`config.mk`:
```
export PLATFORM = sky130hd
export DESIGN_NAME = rxpc_rx_path_power
export DESIGN_NICKNAME = d
export VERILOG_FILES = /design/src/design/rxpc_pkg.sv /design/src/design/rxpc_power_if.sv /design/src/design/rxpc_power_decode.sv /design/src/design/rxpc_rx_path_power.sv
export SDC_FILE = /design/constraint.sdc
export NUM_CORES = 1
export LEC_CHECK = 0
export BUFFER_PORTS_ARGS = -buffer_cell sky130_fd_sc_hd__buf_2
export CORE_MARGIN = 2
export CORE_UTILIZATION = 43
export DETAILED_ROUTE_END_ITERATION = 7
export PLACE_DENSITY = 0.75
export SLEW_MARGIN = 20
export SYNTH_ARGS = -nofsm -noshare
export SYNTH_HDL_FRONTEND = slang
export SYNTH_SLANG_ARGS = --single-unit
```
`constraint.sdc`:
```
create_clock -name clock -period 1.37 [get_ports clock]
set_input_delay 0.137 -clock clock [delete_from_list [all_inputs] [get_ports clock]]
set_output_delay 0.137 -clock clock [all_outputs]
set_load 0.03 [all_outputs]
```
`src/design/rxpc_pkg.sv`:
```
// constants and types for the receive path power control block
//
// What this block does
// - both low-noise amp bits set: modem controls
// - mixer state decoded from its bit pair
// - mixer decoded off: mixer disabled
// - baseband amp pair decoded; off disables amp
// - mixer buffer state decoded from its pair
// - buffer decoded off: buffer kept disabled
package rxpc_pkg;
    localparam int         ADDR_W          = 8;
    localparam int         DATA_W          = 8;
    localparam int         NUM_CIRCUITS    = 4;
    // register offsets
    localparam logic [7:0] OFFSET_POWER_DOWN = 8'h00;
    localparam logic [7:0] OFFSET_POWER_UP   = 8'h01;
    localparam logic [7:0] OFFSET_STATUS     = 8'h02;
    // field positions, same bit in each register
    localparam int         POS_LNA         = 7;
    localparam int         POS_RX_MIXER    = 6;
    localparam int         POS_BB_AMP      = 5;
    localparam int         POS_MIX_BUFFER  = 4;
    localparam int         POS_LOW         = 4;
    // reset values
    localparam logic [3:0] RESET_OFF_CTL   = 4'h0;
    localparam logic [3:0] RESET_ON_CTL    = 4'h0;
    // decoded state of one circuit
    typedef enum logic [1:0] {
        RXPC_FORCED_ON,
        RXPC_FORCED_OFF,
        RXPC_MODEM
    } rxpc_state_t;
endpackage

```
`src/design/rxpc_power_if.sv`:
```
// bundle between the register bank and the power decoder
`timescale 1ns/1ps
interface rxpc_power_if;
    import rxpc_pkg::*;
    logic [3:0] offCtl;   // power-down bits, lna at 3 .. buffer at 0
    logic [3:0] onCtl;    // companion power-up bits
    logic [3:0] modemOn;  // modem request per circuit
    logic [3:0] enable;   // decoded enable per circuit
    modport bank    (output offCtl, output onCtl, output modemOn, input enable);
    modport decoder (input offCtl, input onCtl, input modemOn, output enable);
endinterface

```
`src/design/rxpc_power_decode.sv`:
```
// decodes each circuit's bit pair into an enable
`timescale 1ns/1ps
module rxpc_power_decode
    import rxpc_pkg::*;
(
    rxpc_power_if.decoder pwr
);
    // three-way decode of one pair
    function automatic rxpc_state_t decodePair(input logic offBit, input logic onBit);
        if (!offBit)
            return RXPC_FORCED_ON;
        else if (!onBit)
            return RXPC_FORCED_OFF;
        else
            return RXPC_MODEM;
    endfunction

    // enable per circuit; forced off draws no current
    for (genvar i = 0; i < NUM_CIRCUITS; i++) begin : g_circuit
        rxpc_state_t state;
        assign state = decodePair(pwr.offCtl[i], pwr.onCtl[i]);
        assign pwr.enable[i] = (state == RXPC_FORCED_ON)
                             | ((state == RXPC_MODEM) & pwr.modemOn[i]);
    end
endmodule // rxpc_power_decode

```
`src/design/rxpc_rx_path_power.sv`:
```
// register bank and registered enables for the receive path analog circuits
`timescale 1ns/1ps
module rxpc_rx_path_power
    import rxpc_pkg::*;
(
    input  wire logic              clock,
    input  wire logic              arst_n,
    input  wire logic [ADDR_W-1:0] address,
    input  wire logic [DATA_W-1:0] writeData,
    input  wire logic              writeStrobe,
    input  wire logic              readStrobe,
    output logic      [DATA_W-1:0] readData,
    input  wire logic              modemLnaOn,
    input  wire logic              modemMixerOn,
    input  wire logic              modemAmpOn,
    input  wire logic              modemBufferOn,
    output logic                   lnaEnable,
    output logic                   mixerEnable,
    output logic                   ampEnable,
    output logic                   bufferEnable
);
    rxpc_power_if pwr ();

    logic [3:0] offCtl;
    logic [3:0] onCtl;

    // address decode and read selection
    wire        hitOff    = (address == OFFSET_POWER_DOWN);
    wire        hitOn     = (address == OFFSET_POWER_UP);
    wire        hitStatus = (address == OFFSET_STATUS);
    wire [3:0]  fieldIn   = writeData[POS_LNA:POS_MIX_BUFFER];
    wire [3:0]  statusBits = {lnaEnable, mixerEnable, ampEnable, bufferEnable};
    wire [3:0]  readField = hitOff    ? offCtl :
                            hitOn     ? onCtl :
                            hitStatus ? statusBits : 4'h0;
    wire [DATA_W-1:0] next_readData = readStrobe ? {readField, 4'h0} : 8'h00;

    // bundle towards the decoder
    assign pwr.offCtl  = offCtl;
    assign pwr.onCtl   = onCtl;
    assign pwr.modemOn = {modemLnaOn, modemMixerOn, modemAmpOn, modemBufferOn};

    rxpc_power_decode u_decode (
        .pwr (pwr.decoder)
    );

    // power-down field register
    always_ff @(posedge clock or negedge arst_n)
    begin
        if (!arst_n)
            offCtl <= RESET_OFF_CTL;
        else if (writeStrobe && hitOff)
            offCtl <= fieldIn;
    end

    // power-up field register
    always_ff @(posedge clock or negedge arst_n)
    begin
        if (!arst_n)
            onCtl <= RESET_ON_CTL;
        else if (writeStrobe && hitOn)
            onCtl <= fieldIn;
    end

    // read data, valid only in the cycle after the strobe
    always_ff @(posedge clock or negedge arst_n)
    begin
        if (!arst_n)
            readData <= 8'h00;
        else
            readData <= next_readData;
    end

    // registered enables towards the analog circuits
    always_ff @(posedge clock or negedge arst_n)
    begin
        if (!arst_n)
        begin
            lnaEnable    <= 1'b1;
            mixerEnable  <= 1'b1;
            ampEnable    <= 1'b1;
            bufferEnable <= 1'b1;
        end
        else
        begin
            lnaEnable    <= pwr.enable[3];
            mixerEnable  <= pwr.enable[2];
            ampEnable    <= pwr.enable[1];
            bufferEnable <= pwr.enable[0];
        end
    end

    // checks on the decoded enables and on idle read data
    lna_modem_follow_a: assert property (@(posedge clock) disable iff (!arst_n)
        offCtl[3] && onCtl[3] |=> lnaEnable == $past(modemLnaOn))
        else $error("lna enable does not follow modem under automatic control");

    mixer_forced_off_a: assert property (@(posedge clock) disable iff (!arst_n)
        offCtl[2] && !onCtl[2] |=> !mixerEnable)
        else $error("mixer enabled while forced off");

    mixer_modem_follow_a: assert property (@(posedge clock) disable iff (!arst_n)
        offCtl[2] && onCtl[2] && !modemMixerOn |=> !mixerEnable)
        else $error("mixer on though modem requests off");

    amp_forced_off_a: assert property (@(posedge clock) disable iff (!arst_n)
        offCtl[1] && !onCtl[1] |=> !ampEnable)
        else $error("baseband amp enabled while forced off");

    buffer_decode_a: assert property (@(posedge clock) disable iff (!arst_n)
        offCtl[0] && onCtl[0] |=> bufferEnable == $past(modemBufferOn))
        else $error("buffer enable does not follow modem");

    buffer_held_off_a: assert property (@(posedge clock) disable iff (!arst_n)
        writeStrobe && hitOff && fieldIn[0] && !onCtl[0] && !(writeStrobe && hitOn)
        |=> ##1 !bufferEnable)
        else $error("buffer not disabled two cycles after forced off write");

    forced_on_a: assert property (@(posedge clock) disable iff (!arst_n)
        offCtl == 4'h0 |=> lnaEnable && mixerEnable && ampEnable && bufferEnable)
        else $error("circuit off although power-down bit clear");

    read_timing_a: assert property (@(posedge clock) disable iff (!arst_n)
        !readStrobe |=> readData == 8'h00)
        else $error("read data present without a read strobe");

    // further checks on decode, register writes and read data
    // lna forced off by its pair
    lna_forced_off_a: assert property (@(posedge clock) disable iff (!arst_n)
        offCtl[3] && !onCtl[3] |=> !lnaEnable)
        else $error("lna enabled while forced off");

    // lna forced on with its power-down bit clear
    lna_forced_on_a: assert property (@(posedge clock) disable iff (!arst_n)
        !offCtl[3] |=> lnaEnable)
        else $error("lna off although power-down bit clear");

    // lna on when the modem asks under automatic control
    lna_modem_on_a: assert property (@(posedge clock) disable iff (!arst_n)
        offCtl[3] && onCtl[3] && modemLnaOn |=> lnaEnable)
        else $error("lna off though modem requests on");

    // mixer forced on with its power-down bit clear
    mixer_forced_on_a: assert property (@(posedge clock) disable iff (!arst_n)
        !offCtl[2] |=> mixerEnable)
        else $error("mixer off although power-down bit clear");

    // mixer on when the modem asks under automatic control
    mixer_modem_on_a: assert property (@(posedge clock) disable iff (!arst_n)
        offCtl[2] && onCtl[2] && modemMixerOn |=> mixerEnable)
        else $error("mixer off though modem requests on");

    // baseband amp forced on with its power-down bit clear
    amp_forced_on_a: assert property (@(posedge clock) disable iff (!arst_n)
        !offCtl[1] |=> ampEnable)
        else $error("baseband amp off although power-down bit clear");

    // baseband amp follows the modem under automatic control
    amp_modem_follow_a: assert property (@(posedge clock) disable iff (!arst_n)
        offCtl[1] && onCtl[1] |=> ampEnable == $past(modemAmpOn))
        else $error("baseband amp does not follow modem");

    // baseband amp on when the modem asks
    amp_modem_on_a: assert property (@(posedge clock) disable iff (!arst_n)
        offCtl[1] && onCtl[1] && modemAmpOn |=> ampEnable)
        else $error("baseband amp off though modem requests on");

    // buffer forced on with its power-down bit clear
    buffer_forced_on_a: assert property (@(posedge clock) disable iff (!arst_n)
        !offCtl[0] |=> bufferEnable)
        else $error("buffer off although power-down bit clear");

    // buffer forced off by its pair
    buffer_forced_off_a: assert property (@(posedge clock) disable iff (!arst_n)
        offCtl[0] && !onCtl[0] |=> !bufferEnable)
        else $error("buffer enabled while forced off");

    // power-down write lands in the register
    off_write_lands_a: assert property (@(posedge clock) disable iff (!arst_n)
        writeStrobe && hitOff |=> offCtl == $past(fieldIn))
        else $error("power-down write did not land");

    // power-up write lands in the register
    on_write_lands_a: assert property (@(posedge clock) disable iff (!arst_n)
        writeStrobe && hitOn |=> onCtl == $past(fieldIn))
        else $error("power-up write did not land");

    // power-down register holds without its write
    off_hold_a: assert property (@(posedge clock) disable iff (!arst_n)
        !(writeStrobe && hitOff) |=> $stable(offCtl))
        else $error("power-down register changed without a write");

    // power-up register holds without its write
    on_hold_a: assert property (@(posedge clock) disable iff (!arst_n)
        !(writeStrobe && hitOn) |=> $stable(onCtl))
        else $error("power-up register changed without a write");

    // status place is read only
    status_ro_a: assert property (@(posedge clock) disable iff (!arst_n)
        writeStrobe && hitStatus |=> $stable(offCtl) && $stable(onCtl))
        else $error("status write changed a register");

    // unmapped writes are ignored
    unmapped_write_a: assert property (@(posedge clock) disable iff (!arst_n)
        writeStrobe && !hitOff && !hitOn |=> $stable(offCtl) && $stable(onCtl))
        else $error("unmapped write changed a register");

    // read of the power-down register
    read_off_data_a: assert property (@(posedge clock) disable iff (!arst_n)
        readStrobe && hitOff |=> readData == {$past(offCtl), 4'h0})
        else $error("wrong power-down read data");

    // read of the power-up register
    read_on_data_a: assert property (@(posedge clock) disable iff (!arst_n)
        readStrobe && hitOn |=> readData == {$past(onCtl), 4'h0})
        else $error("wrong power-up read data");

    // read of the enable status
    read_status_data_a: assert property (@(posedge clock) disable iff (!arst_n)
        readStrobe && hitStatus |=> readData == {$past(statusBits), 4'h0})
        else $error("wrong status read data");

    // read of an unmapped place returns zero
    read_unmapped_a: assert property (@(posedge clock) disable iff (!arst_n)
        readStrobe && !hitOff && !hitOn && !hitStatus |=> readData == 8'h00)
        else $error("unmapped read returned data");
endmodule // rxpc_rx_path_power

```
* Word-level counts from Yosys, hierarchy flattened *
Cells that the tools add are included.

cells by class
  $add $sub $neg = 0
  $mul = 0
  divide/modulo/power cells = 0
  order comparisons = 0
  equality and inequality tests = 6
  shift-type cells = 0
  muxes and demuxes = 12
  bitwise operators = 8
  reductions and logical operators = 7

operators by type and width
  operator            count
  $mux 2              8
  $mux 4              3
  $eq 2x2->1 const B  4
  $eq 8x1->1 const B  1
  $eq 8x2->1 const B  1
  $logic_not 2->1     4
  $logic_not 8->1     1
  $mux 8              1
  $and 1x1->1         4
  $or 1x1->1          4
  $logic_and 1x1->1   2

word-level totals
  bits in registers = 20
  latch bits = 0
  RAM bits = 0
  memory bits (read-only) = 0
  input port bits = 24
  output and inout port bits = 12
  memories = 0

* Logic depth before layout (Yosys ltp) *
Gate-level depths: netlist of run 1.

  depth in word-level cells = 5
  depth in mapped cells = 3
  gate-level depth less buffers = 3

* Cells and area by module *
A second synthesis of run 1 with hierarchy kept.

second synthesis, totals
  cell total of the unflattened synthesis = 56
  area, all modules = 732.0 um^2

modules (own cells, without submodules)
  module              instances  cells each  area each (um^2)  seq. area each (um^2)
  rxpc_rx_path_power  1          52          691.9             405.4
  rxpc_power_decode   1          4           40.0              0.0

* Worst setup path before layout of run 1 *
Ideal clock, no wire load.

  path kind = reg-to-reg
  start = reg bufferEnable
  end = reg readData[4]
  setup time = 122 ps
  arrival = 1015 ps
  required time = 1248 ps
  slack = 234 ps
  cell stages (with the launch flop) = 3
  path buffers = 0
  clock period less this slack = 1136 ps
  cells stage by stage = dfstp_2 > nand2b_1 > a2111oi_1

between the ends
  longest elaborated chain between the ends = 4

ends and longest elaborated chain
  element                     RTL line                  source
  from (decl)                 rxpc_rx_path_power.sv:20  output logic bufferEnable
  from (signal assigned)      rxpc_rx_path_power.sv:89  bufferEnable <= pwr.enable[0];
  $mux 4                      rxpc_rx_path_power.sv:35  hitStatus ? statusBits : 4'h0;
  $mux 4                      rxpc_rx_path_power.sv:34  hitOn ? onCtl :
  $mux 4                      rxpc_rx_path_power.sv:33  wire [3:0] readField = hitOff ? offCtl :
  $mux 8                      rxpc_rx_path_power.sv:36  wire [DATA_W-1:0] next_readData = readStrobe ? {readField, 4'h0} : 8'h00;
  named net next_readData[4]  rxpc_rx_path_power.sv:36
  to (signal assigned)        rxpc_rx_path_power.sv:71  readData <= next_readData;
  to (decl)                   rxpc_rx_path_power.sv:12  output logic [DATA_W-1:0] readData,

The timed path passes the listed nets, and every way through them passes these cells.
A chain may end at the register's enable or synchronous reset.

* Final worst setup path of run 1 *
  start = reg lnaEnable
  end = out lnaEnable

RTL lines
  element                 RTL line                  source
  from (decl)             rxpc_rx_path_power.sv:17  output logic lnaEnable,
  from (signal assigned)  rxpc_rx_path_power.sv:86  lnaEnable <= pwr.enable[3];

No word-level cell between the ends.

==> results.yml, run 1 <==
run_status:
  run_status: "finished, final reports clean"
logic_synthesis:
  synth_top_area_share: 0.412
  ys_ff_latch: 16
  synthTopCellsByArea: "dfrtp_1 41%, dfstp_2 14%, mux2_2 12%, buf_4 4.1%, nand2_1 4.1%"
  synth_edf_count: 0
  async_flop_share: 1.00
  ys_types: 19
  synth_area_per_cell_sq_um: 12.0
  yosys.area.top_type: "dfrtp_1"
  synth_top_flop_cell: "dfrtp_1"
  synth.yosys.seq_area_share: 0.556
  synthCells: 61
  syn-cell-area_sq_um: 729
  synth_warnings: 0
power:
  power_switching_mw: 0.217
  p_int_mw: 0.652
  peakVddDrop_mv: 0.612
  sequentialPowerShare: 0.581
  p_clk_frac: 0.287
  p_leak_nw: 0.448
  p_comb_frac: 0.132
  p_per_area_nw_per_um2: 967
  power_mw: 0.869
  swShare: 0.250
clock_network:
  htree_levels: 1
  cts.sinks: 16
  cts_made_buffers: 3
  clock_path_buffers: 2
  insertion_delay_ns: 0.28
  cts_root_buf: "clkbuf_4"
  cts_setup_buffers: 0
  clk_pin_slew_ns: 0.09
  tritoncts: "done"
worst_setup_path:
  r2r_start: "ampEnable"
  crit_buf_inv: 1
  cp_max_fo: 2
  slowest_stage: "dfstp_2"
  rrSetupSlack_ns: 0.28
  path_class: "flop to primary output"
  required_ns: 1.23
  path_delay_family: "flip-flops"
  reg2reg_depth: 2
  reg2reg_to: "readData[5]"
  cp.arrival_ns: 1.00
  path_cells: "buf_2"
  critPathMaxStageDelay_ns: 0.54
  cp-start-kind: "flop"
  critPathCaptureType: "primary output"
job:
  max_cap_violations: 0
layout:
  syn_to_final_growth_pct: 23.2
  final_util: 0.583
  layout_common_cells: "27 x buf_2, 12 x dfrtp_1, 8 x nand2_1, 8 x mux2_2, 5 x nor2_1"
  nets: 116
  final_common_cell: "buf_2"
  antenna_cells: 0
  layout-drive-gt1-share: 0.484
  final_cell_area_sq_um: 898
grt:
  overflow: 0
  grt_first_pass_wirelength_microns: 2160
  grt_pass1_vias: 492
  antenna_found_initial: 0
  track_usage: 0.148
  grt_max_degree: 17
routing:
  drt_iter0_drc: 9
  wl_per_cell_microns: 12.5
  ant_nets: 0
  route.detailed.drc: 0
  detail_route.vias_per_cell: 5.17
  drt_pass1_iterations: 3
  vias: 553
  routed_wl_microns: 1340
timing:
  setup_viol: 0
  finalHoldViolCount: 0
  fin_skew_ns: 0.00657
  fmax_ghz: 0.878
  rsz0062_at_grt: "false"
  fin_crit_sh: 0.831
  finalCriticalPeriod_ns: 1.14
  drv_slew: 0
  setup-tns-final_ns: 0
  setup_ws_ns: 0.231
min_path:
  hold_end: "ampEnable"
  worst_hold_startpoint: "modemAmpOn"
  hold_class: "input pin to flop"
  holdPathStages: 3
placement:
  dp_worst_setup_slack_ns: 0.0715
  io_buffers: 27
  placed_area_sq_um: 862
  gp_congestion: 0.701
floorplan:
  fp.dieW_microns: 45.2
  coreArea_sq_um: 1540
  boundaryPins: 36
  rows: 14
  start_util: 0.473
  dieArea_sq_um: 2040
  die_y_microns: 45.2
==> flip-flops by register name, indices dropped and copies added, names as in the netlist <==
register,flops
bufferEnable,1
offCtl,4
onCtl,4
mixerEnable,1
lnaEnable,1
readData,4
ampEnable,1
==> stage by stage <==
stage,hold WS (ns),instances
after floorplan,-0.159,64
after global placement,0.0569,102
after global routing,0.0619,107
final,0.0563,107
after CTS,0.0436,107
after detailed placement,0.0573,102
==> power by group through the flow <==
| stage | clock (mW) | sequential [mW] | combinational (mW) |
|---|---|---|---|
| 5_1_grt | 0.277 | 0.508 | 0.126 |
| 6_report | 0.249 | 0.505 | 0.115 |
| 2_1_floorplan | 0 | 0.524 | 0.0565 |
| 4_1_cts | 0.264 | 0.505 | 0.116 |
| 3_3_place_gp | 0 | 0.512 | 0.111 |
| 3_5_place_dp | 0 | 0.514 | 0.114 |
==> worst max path at each step <==
stage,start,endpoint,cells past startpoint
after floorplan,bufferEnable,readData[4],2
after detailed placement,address[7],onCtl[2],4
after global placement,address[7],onCtl[1],4
after global routing,ampEnable,ampEnable,1
after CTS,ampEnable,ampEnable,1
final,lnaEnable,lnaEnable,1
==> cell usage after synthesis, drive strengths merged (4+ instances only) <==
cell	number
a2111oi	4
buf	4
dfrtp	12
dfstp	4
mux2	8
nand2	8
nand2b	4
nor2	5
nor2b	4
==> cells by family after synthesis <==
group / after synthesis / share of synthesized area
muxes: 8 / 0.124
buffers and inverters: 5 / 0.0463
and+or+nand+nor: 27 / 0.209
DFF: 16 / 0.556
AOI/OAI and AO/OA: 4 / 0.0600
other: 1 / 0.00514
==> routing by layer <==
metal | track usage | wire (microns) | up-vias | share of wire
met3 | 0.0280 | 74 | 2 | 0.055
met1 | 0.171 | 547 | 263 | 0.41
met5 | 0 | 0 | - | 0
met2 | 0.260 | 695 | 20 | 0.52
met4 | 0.0706 | 21 | 0 | 0.016
li1 | - | - | 268 | -
==> area by class of cell <==
type                       count  area, sq um
multi-input combinational     43          302
fill                         140          643
sequential                    16          405
tap                           16         20.0
clock buffer                   4         26.3
timing repair buffer          28          145
==> what timing repair did <==
action / 4_1_cts / 5_1_grt
hold buffers: 1 / 0
gates resized for setup: 0 / 0
hold endpoints to repair: 12 / 0
setup endpoints to repair: 0 / 0
No activity file was read; power rests on OpenSTA's default activity.
==> run 2: changes to the inputs <==
==> constraint.sdc (replaced) <==
create_clock -name clock -period 1.2 [get_ports clock]
set_input_delay 0.12 -clock clock [delete_from_list [all_inputs] [get_ports clock]]
set_output_delay 0.12 -clock clock [all_outputs]
set_load 0.03 [all_outputs]
==> run 2 against run 1 <==
- sequential share of layout area fell by 0.37 points
- global-route usage fell by 1.5 points
- clock skew rose by 0.0032 ns
- clock-buffer cell count did not move
- largest power group unchanged
- die area did not move
- critical path depth did not move
- critical endpoint is now ampEnable
- clock power rose by 13%
- via count fell by 3.1%
- non-clock buffer count rose by 1
- routed wire length fell by 2.6%
==> results.yml, run 2 (same netlist as run 1, synthesis figures left out) <==
worst_setup_path:
  reg2reg_to: "readData[5]"
  cp.arrival_ns: 1.00
  path_cells: "buf_2"
  rrSetupSlack_ns: 0.09
  reg2reg_depth: 2
  critPathCaptureType: "primary output"
  cp_max_fo: 2
  cp-start-kind: "flop"
  path_class: "flop to primary output"
  required_ns: 1.08
  r2r_start: "ampEnable"
  crit_buf_inv: 1
  crit_start: "ampEnable"
  path_delay_family: "flip-flops"
  critPathMaxStageDelay_ns: 0.54
  slowest_stage: "dfstp_2"
clock_network:
  clk_pin_slew_ns: 0.09
  cts_root_buf: "clkbuf_4"
  insertion_delay_ns: 0.27
  cts-resized-gates: 0
  clock_path_buffers: 2
  cts_made_buffers: 3
  cts.sinks: 16
  tritoncts: "done"
  htree_levels: 1
layout:
  final_common_cell: "buf_2"
  top_regs: "offCtl: 4 flops, onCtl: 4 flops, readData: 4 flops"
  antenna_cells: 0
  layout_common_cells: "27 x buf_2, 12 x dfrtp_1, 8 x nand2_1, 8 x mux2_2, 5 x nor2_1"
  nets: 117
  syn_to_final_growth_pct: 24.2
  layout-drive-gt1-share: 0.489
  fillCellCount: 138
power:
  peakVddDrop_mv: 0.700
  p_leak_nw: 0.453
  p_per_area_nw_per_um2: 1090
min_path:
  hold_class: "input pin to flop"
  holdPathStages: 3
  worst_hold_startpoint: "modemAmpOn"
  hold_end: "ampEnable"
routing:
  drt_iter0_drc: 7
  route.detailed.drc: 0
  wl_per_cell_microns: 12.1
  drt_pass1_iterations: 4
  vias: 536
  ant_nets: 0
  routed_wl_microns: 1300
  detail_route.vias_per_cell: 4.96
floorplan:
  dieArea_sq_um: 2040
  coreArea_sq_um: 1540
  rows: 14
  start_util: 0.473
  fp.dieW_microns: 45.2
  boundaryPins: 36
  die_y_microns: 45.2
grt:
  grt_first_pass_wirelength_microns: 1970
  grt_pass1_vias: 459
  track_usage: 0.133
  antenna_found_initial: 0
  grt_max_degree: 17
  overflow: 0
run_status:
  run_status: "finished, final reports clean"
timing:
  setup_ws_ns: 0.0827
  fin_crit_sh: 0.931
  fin_skew_ns: 0.00975
  setup_viol: 0
  drv_slew: 0
  finalHoldViolCount: 0
  finalCriticalPeriod_ns: 1.12
  rsz0062_at_grt: "false"
  fmax_ghz: 0.895
  whs_ns: 0.0357
placement:
  io_buffers: 27
  hpwlAfterDp_microns: 1060
  dp_worst_setup_slack_ns: -0.0779
  gp_congestion: 0.700
job:
  max_cap_violations: 0
run 2: what timing repair did:
| item | CTS | global route |
|---|---|---|
| endpoints found under the setup margin | 0 | 0 |
| hold buffers | 1 | 0 |
| buffers inserted | 0 | 0 |
| endpoints found under the hold margin | 12 | 0 |
run 2: worst max-delay path by stage:
stage | cells after the start | to
detailed placement | 4 | offCtl[3]
global placement | 4 | onCtl[1]
global route | 1 | ampEnable
finish | 1 | ampEnable
CTS | 1 | ampEnable
floorplan | 2 | readData[4]
run 2: power by group:
part / total (mW) / internal [mW] / switching [mW]
Sequential: 0.576 / 0.563 / 0.0131
Combinational: 0.133 / 0.0542 / 0.0793
Clock: 0.281 / 0.128 / 0.153
Total: 0.991 / 0.746 / 0.245
run 2: final cells by class:
cell class                      instances  area (sq um)  share of cell area
Timing Repair Buffer                   29           153               0.169
Tap cell                               16          20.0              0.0221
Clock buffer                            4          26.3              0.0290
Multi-Input combinational cell         43           302               0.333
Sequential cell                        16           405               0.448
run 2: per-layer routing:
metal / global-route usage / part of all wire / vias up
li1: - / - / 267
met1: 0.159 / 0.42 / 251
met2: 0.240 / 0.51 / 16
met3: 0.0280 / 0.060 / 2
met4: 0.0353 / 0.0092 / 0
met5: 0 / 0 / -
run 2: metrics by stage:
step | cell area [sq um] | util | std cells | power (mW) | TNS (ns)
6_report | 906 | 0.588 | 108 | 0.991 | 0
5_1_grt | 906 | 0.588 | 108 | 1.04 | 0
4_1_cts | 906 | 0.588 | 108 | 1.00 | 0
3_5_place_dp | 870 | 0.564 | 103 | 0.719 | -0.663
3_3_place_gp | 870 | 0.564 | 103 | 0.715 | -0.500
2_1_floorplan | 741 | - | 64 | 0.663 | 0
==> run 3: changes to the inputs <==
--- a/config.mk
+++ b/config.mk
@@ -6,10 +6,9 @@
 export NUM_CORES = 1
 export LEC_CHECK = 0
 export BUFFER_PORTS_ARGS = -buffer_cell sky130_fd_sc_hd__buf_2
-export CORE_MARGIN = 2
 export CORE_UTILIZATION = 43
 export DETAILED_ROUTE_END_ITERATION = 7
-export PLACE_DENSITY = 0.75
+export PLACE_DENSITY = 0.72
 export SLEW_MARGIN = 20
 export SYNTH_ARGS = -nofsm -noshare
 export SYNTH_HDL_FRONTEND = slang
==> run 3 against run 2 <==
- sequential cell count is the same
- worst setup slack lost 0.017 ns
- sequential power is essentially flat
- critical path type is now flop to flop
- critical endpoint is now readData[5]
- largest power group unchanged
==> results.yml, run 3 (same netlist as run 1, synthesis figures left out) <==
routing:
  route.detailed.drc: 0
  ant_nets: 0
  highest_layer: "met4"
  drt_pass1_iterations: 4
  drt_iter0_drc: 8
  vias: 535
  wl_met1_microns: 561
  wl_met2_microns: 628
  wl_per_cell_microns: 12.0
  detail_route.vias_per_cell: 5.00
  routed_wl_microns: 1290
  met3RoutedLength_microns: 56
layout:
  syn_to_final_growth_pct: 24.5
  stdcell_count: 107
  antenna_cells: 0
  top_regs: "offCtl: 4 flops, onCtl: 4 flops, readData: 4 flops"
  fillCellCount: 133
  ff_latch_area_sq_um: 405
  final_common_cell: "buf_2"
  layout-drive-gt1-share: 0.505
  multiInputGateArea_sq_um: 308
  final_util: 0.589
  layout_common_cells: "27 x buf_2, 12 x dfrtp_1, 8 x nand2_1, 8 x mux2_2, 5 x nor2_1"
  nets: 117
clock_network:
  cts_setup_buffers: 0
  cts.sinks: 16
  cts_made_buffers: 3
  clk_pin_slew_ns: 0.09
  tritoncts: "done"
  cts_root_buf: "clkbuf_4"
  htree_levels: 1
  insertion_delay_ns: 0.28
  clock_path_buffers: 2
worst_setup_path:
  slowest_stage: "dfstp_2"
  cp.arrival_ns: 1.29
  cp_max_fo: 2
  critPathMaxStageDelay_ns: 0.54
  cp-start-kind: "flop"
  required_ns: 1.35
  path_class: "flop to flop"
  critPathCaptureType: "flop"
  path_cells: "nand2b_1 > a2111oi_1"
timing:
  finalHoldViolCount: 0
  fmax_ghz: 0.882
  drv_slew: 0
  finalCriticalPeriod_ns: 1.13
  fin_skew_ns: 0.000341
  rsz0062_at_grt: "false"
  setup_viol: 0
  fin_crit_sh: 0.945
grt:
  grt_max_degree: 17
  overflow: 0
  track_usage: 0.157
  grt_pass1_vias: 460
  grt_first_pass_wirelength_microns: 2080
  antenna_found_initial: 0
min_path:
  hold_class: "input pin to flop"
floorplan:
  start_util: 0.473
  fp.dieW_microns: 43.2
  rows: 14
  dieArea_sq_um: 1860
  die_y_microns: 43.2
  coreArea_sq_um: 1540
  boundaryPins: 36
placement:
  placedCellCount: 103
  gp_congestion: 0.684
  io_buffers: 27
power:
  p_leak_nw: 0.452
  p_per_area_nw_per_um2: 1090
  power_mw: 0.989
  peakVddDrop_mv: 0.725
job:
  max_cap_violations: 0
run_status:
  run_status: "finished, final reports clean"
## run 3: changes by cell type in the layout (fill, tap and decap cells not counted)
cell       delta
clkbuf_1      -1
a2111oi_2     +1
a2111oi_0     -1
## run 3: layout make-up
| cell class | count | share of cell area |
|---|---|---|
| Clock buffer | 3 | 0.0248 |
| Tap cell | 16 | 0.0220 |
| Timing Repair Buffer | 29 | 0.168 |
| Multi-Input combinational cell | 43 | 0.339 |
| Sequential cell | 16 | 0.446 |
## run 3: metal layers
metal | up-vias | global-route usage
met5 | - | 0
met4 | 0 | 0.109
met3 | 4 | 0.0298
met2 | 18 | 0.233
met1 | 243 | 0.205
li1 | 270 | -
## run 3: worst max-delay path: cells and delay by family, from the launching register on
kind / cells / cell delay (ns)
flip-flops: 1 / 0.54
AND/OR/NAND/NOR: 1 / 0.05
AO/OA/AOI/OAI: 1 / 0.42
## run 3: path summary, 6_finish.rpt
path / start / endpoint / slack (ns) / cells past startpoint
setup / recovery: ampEnable / readData[5] / 0.07 / 2
hold / removal: modemBufferOn / bufferEnable / 0.03 / 3
setup reg to reg: ampEnable / readData[5] / 0.07 / 2
hold reg to reg: offCtl[0] / bufferEnable / 0.42 / 1
max in group asynchronous: arst_n / lnaEnable / 0.63 / 2
min in group asynchronous: arst_n / readData[5] / 0.26 / 2
## run 3: what timing repair did
action                                  4_1_cts  5_1_grt
endpoints found under the hold margin        12        0
hold buffers                                  1        0
resized for setup                             0        2
endpoints found under the setup margin        0        1
## run 3: where the power goes
part	internal, mW	total, mW	switching (mW)
combinational	0.0543	0.134	0.0801
clock	0.116	0.278	0.162
sequential	0.563	0.576	0.0128
total	0.734	0.989	0.255
## run 3: per-stage QoR
| stage | setup slack, ns | instance area (sq um) | hold slack [ns] | setup TNS, ns |
|---|---|---|---|---|
| global placement | -0.0644 | 870 | 0.0437 | -0.508 |
| global route | 0.0121 | 908 | 0.0346 | 0 |
| detailed placement | -0.107 | 870 | 0.0510 | -0.746 |
| finish | 0.0662 | 908 | 0.0262 | 0 |
| floorplan | 0.0635 | 741 | -0.176 | 0 |
| CTS | 0.0469 | 902 | 0.0215 | 0 |
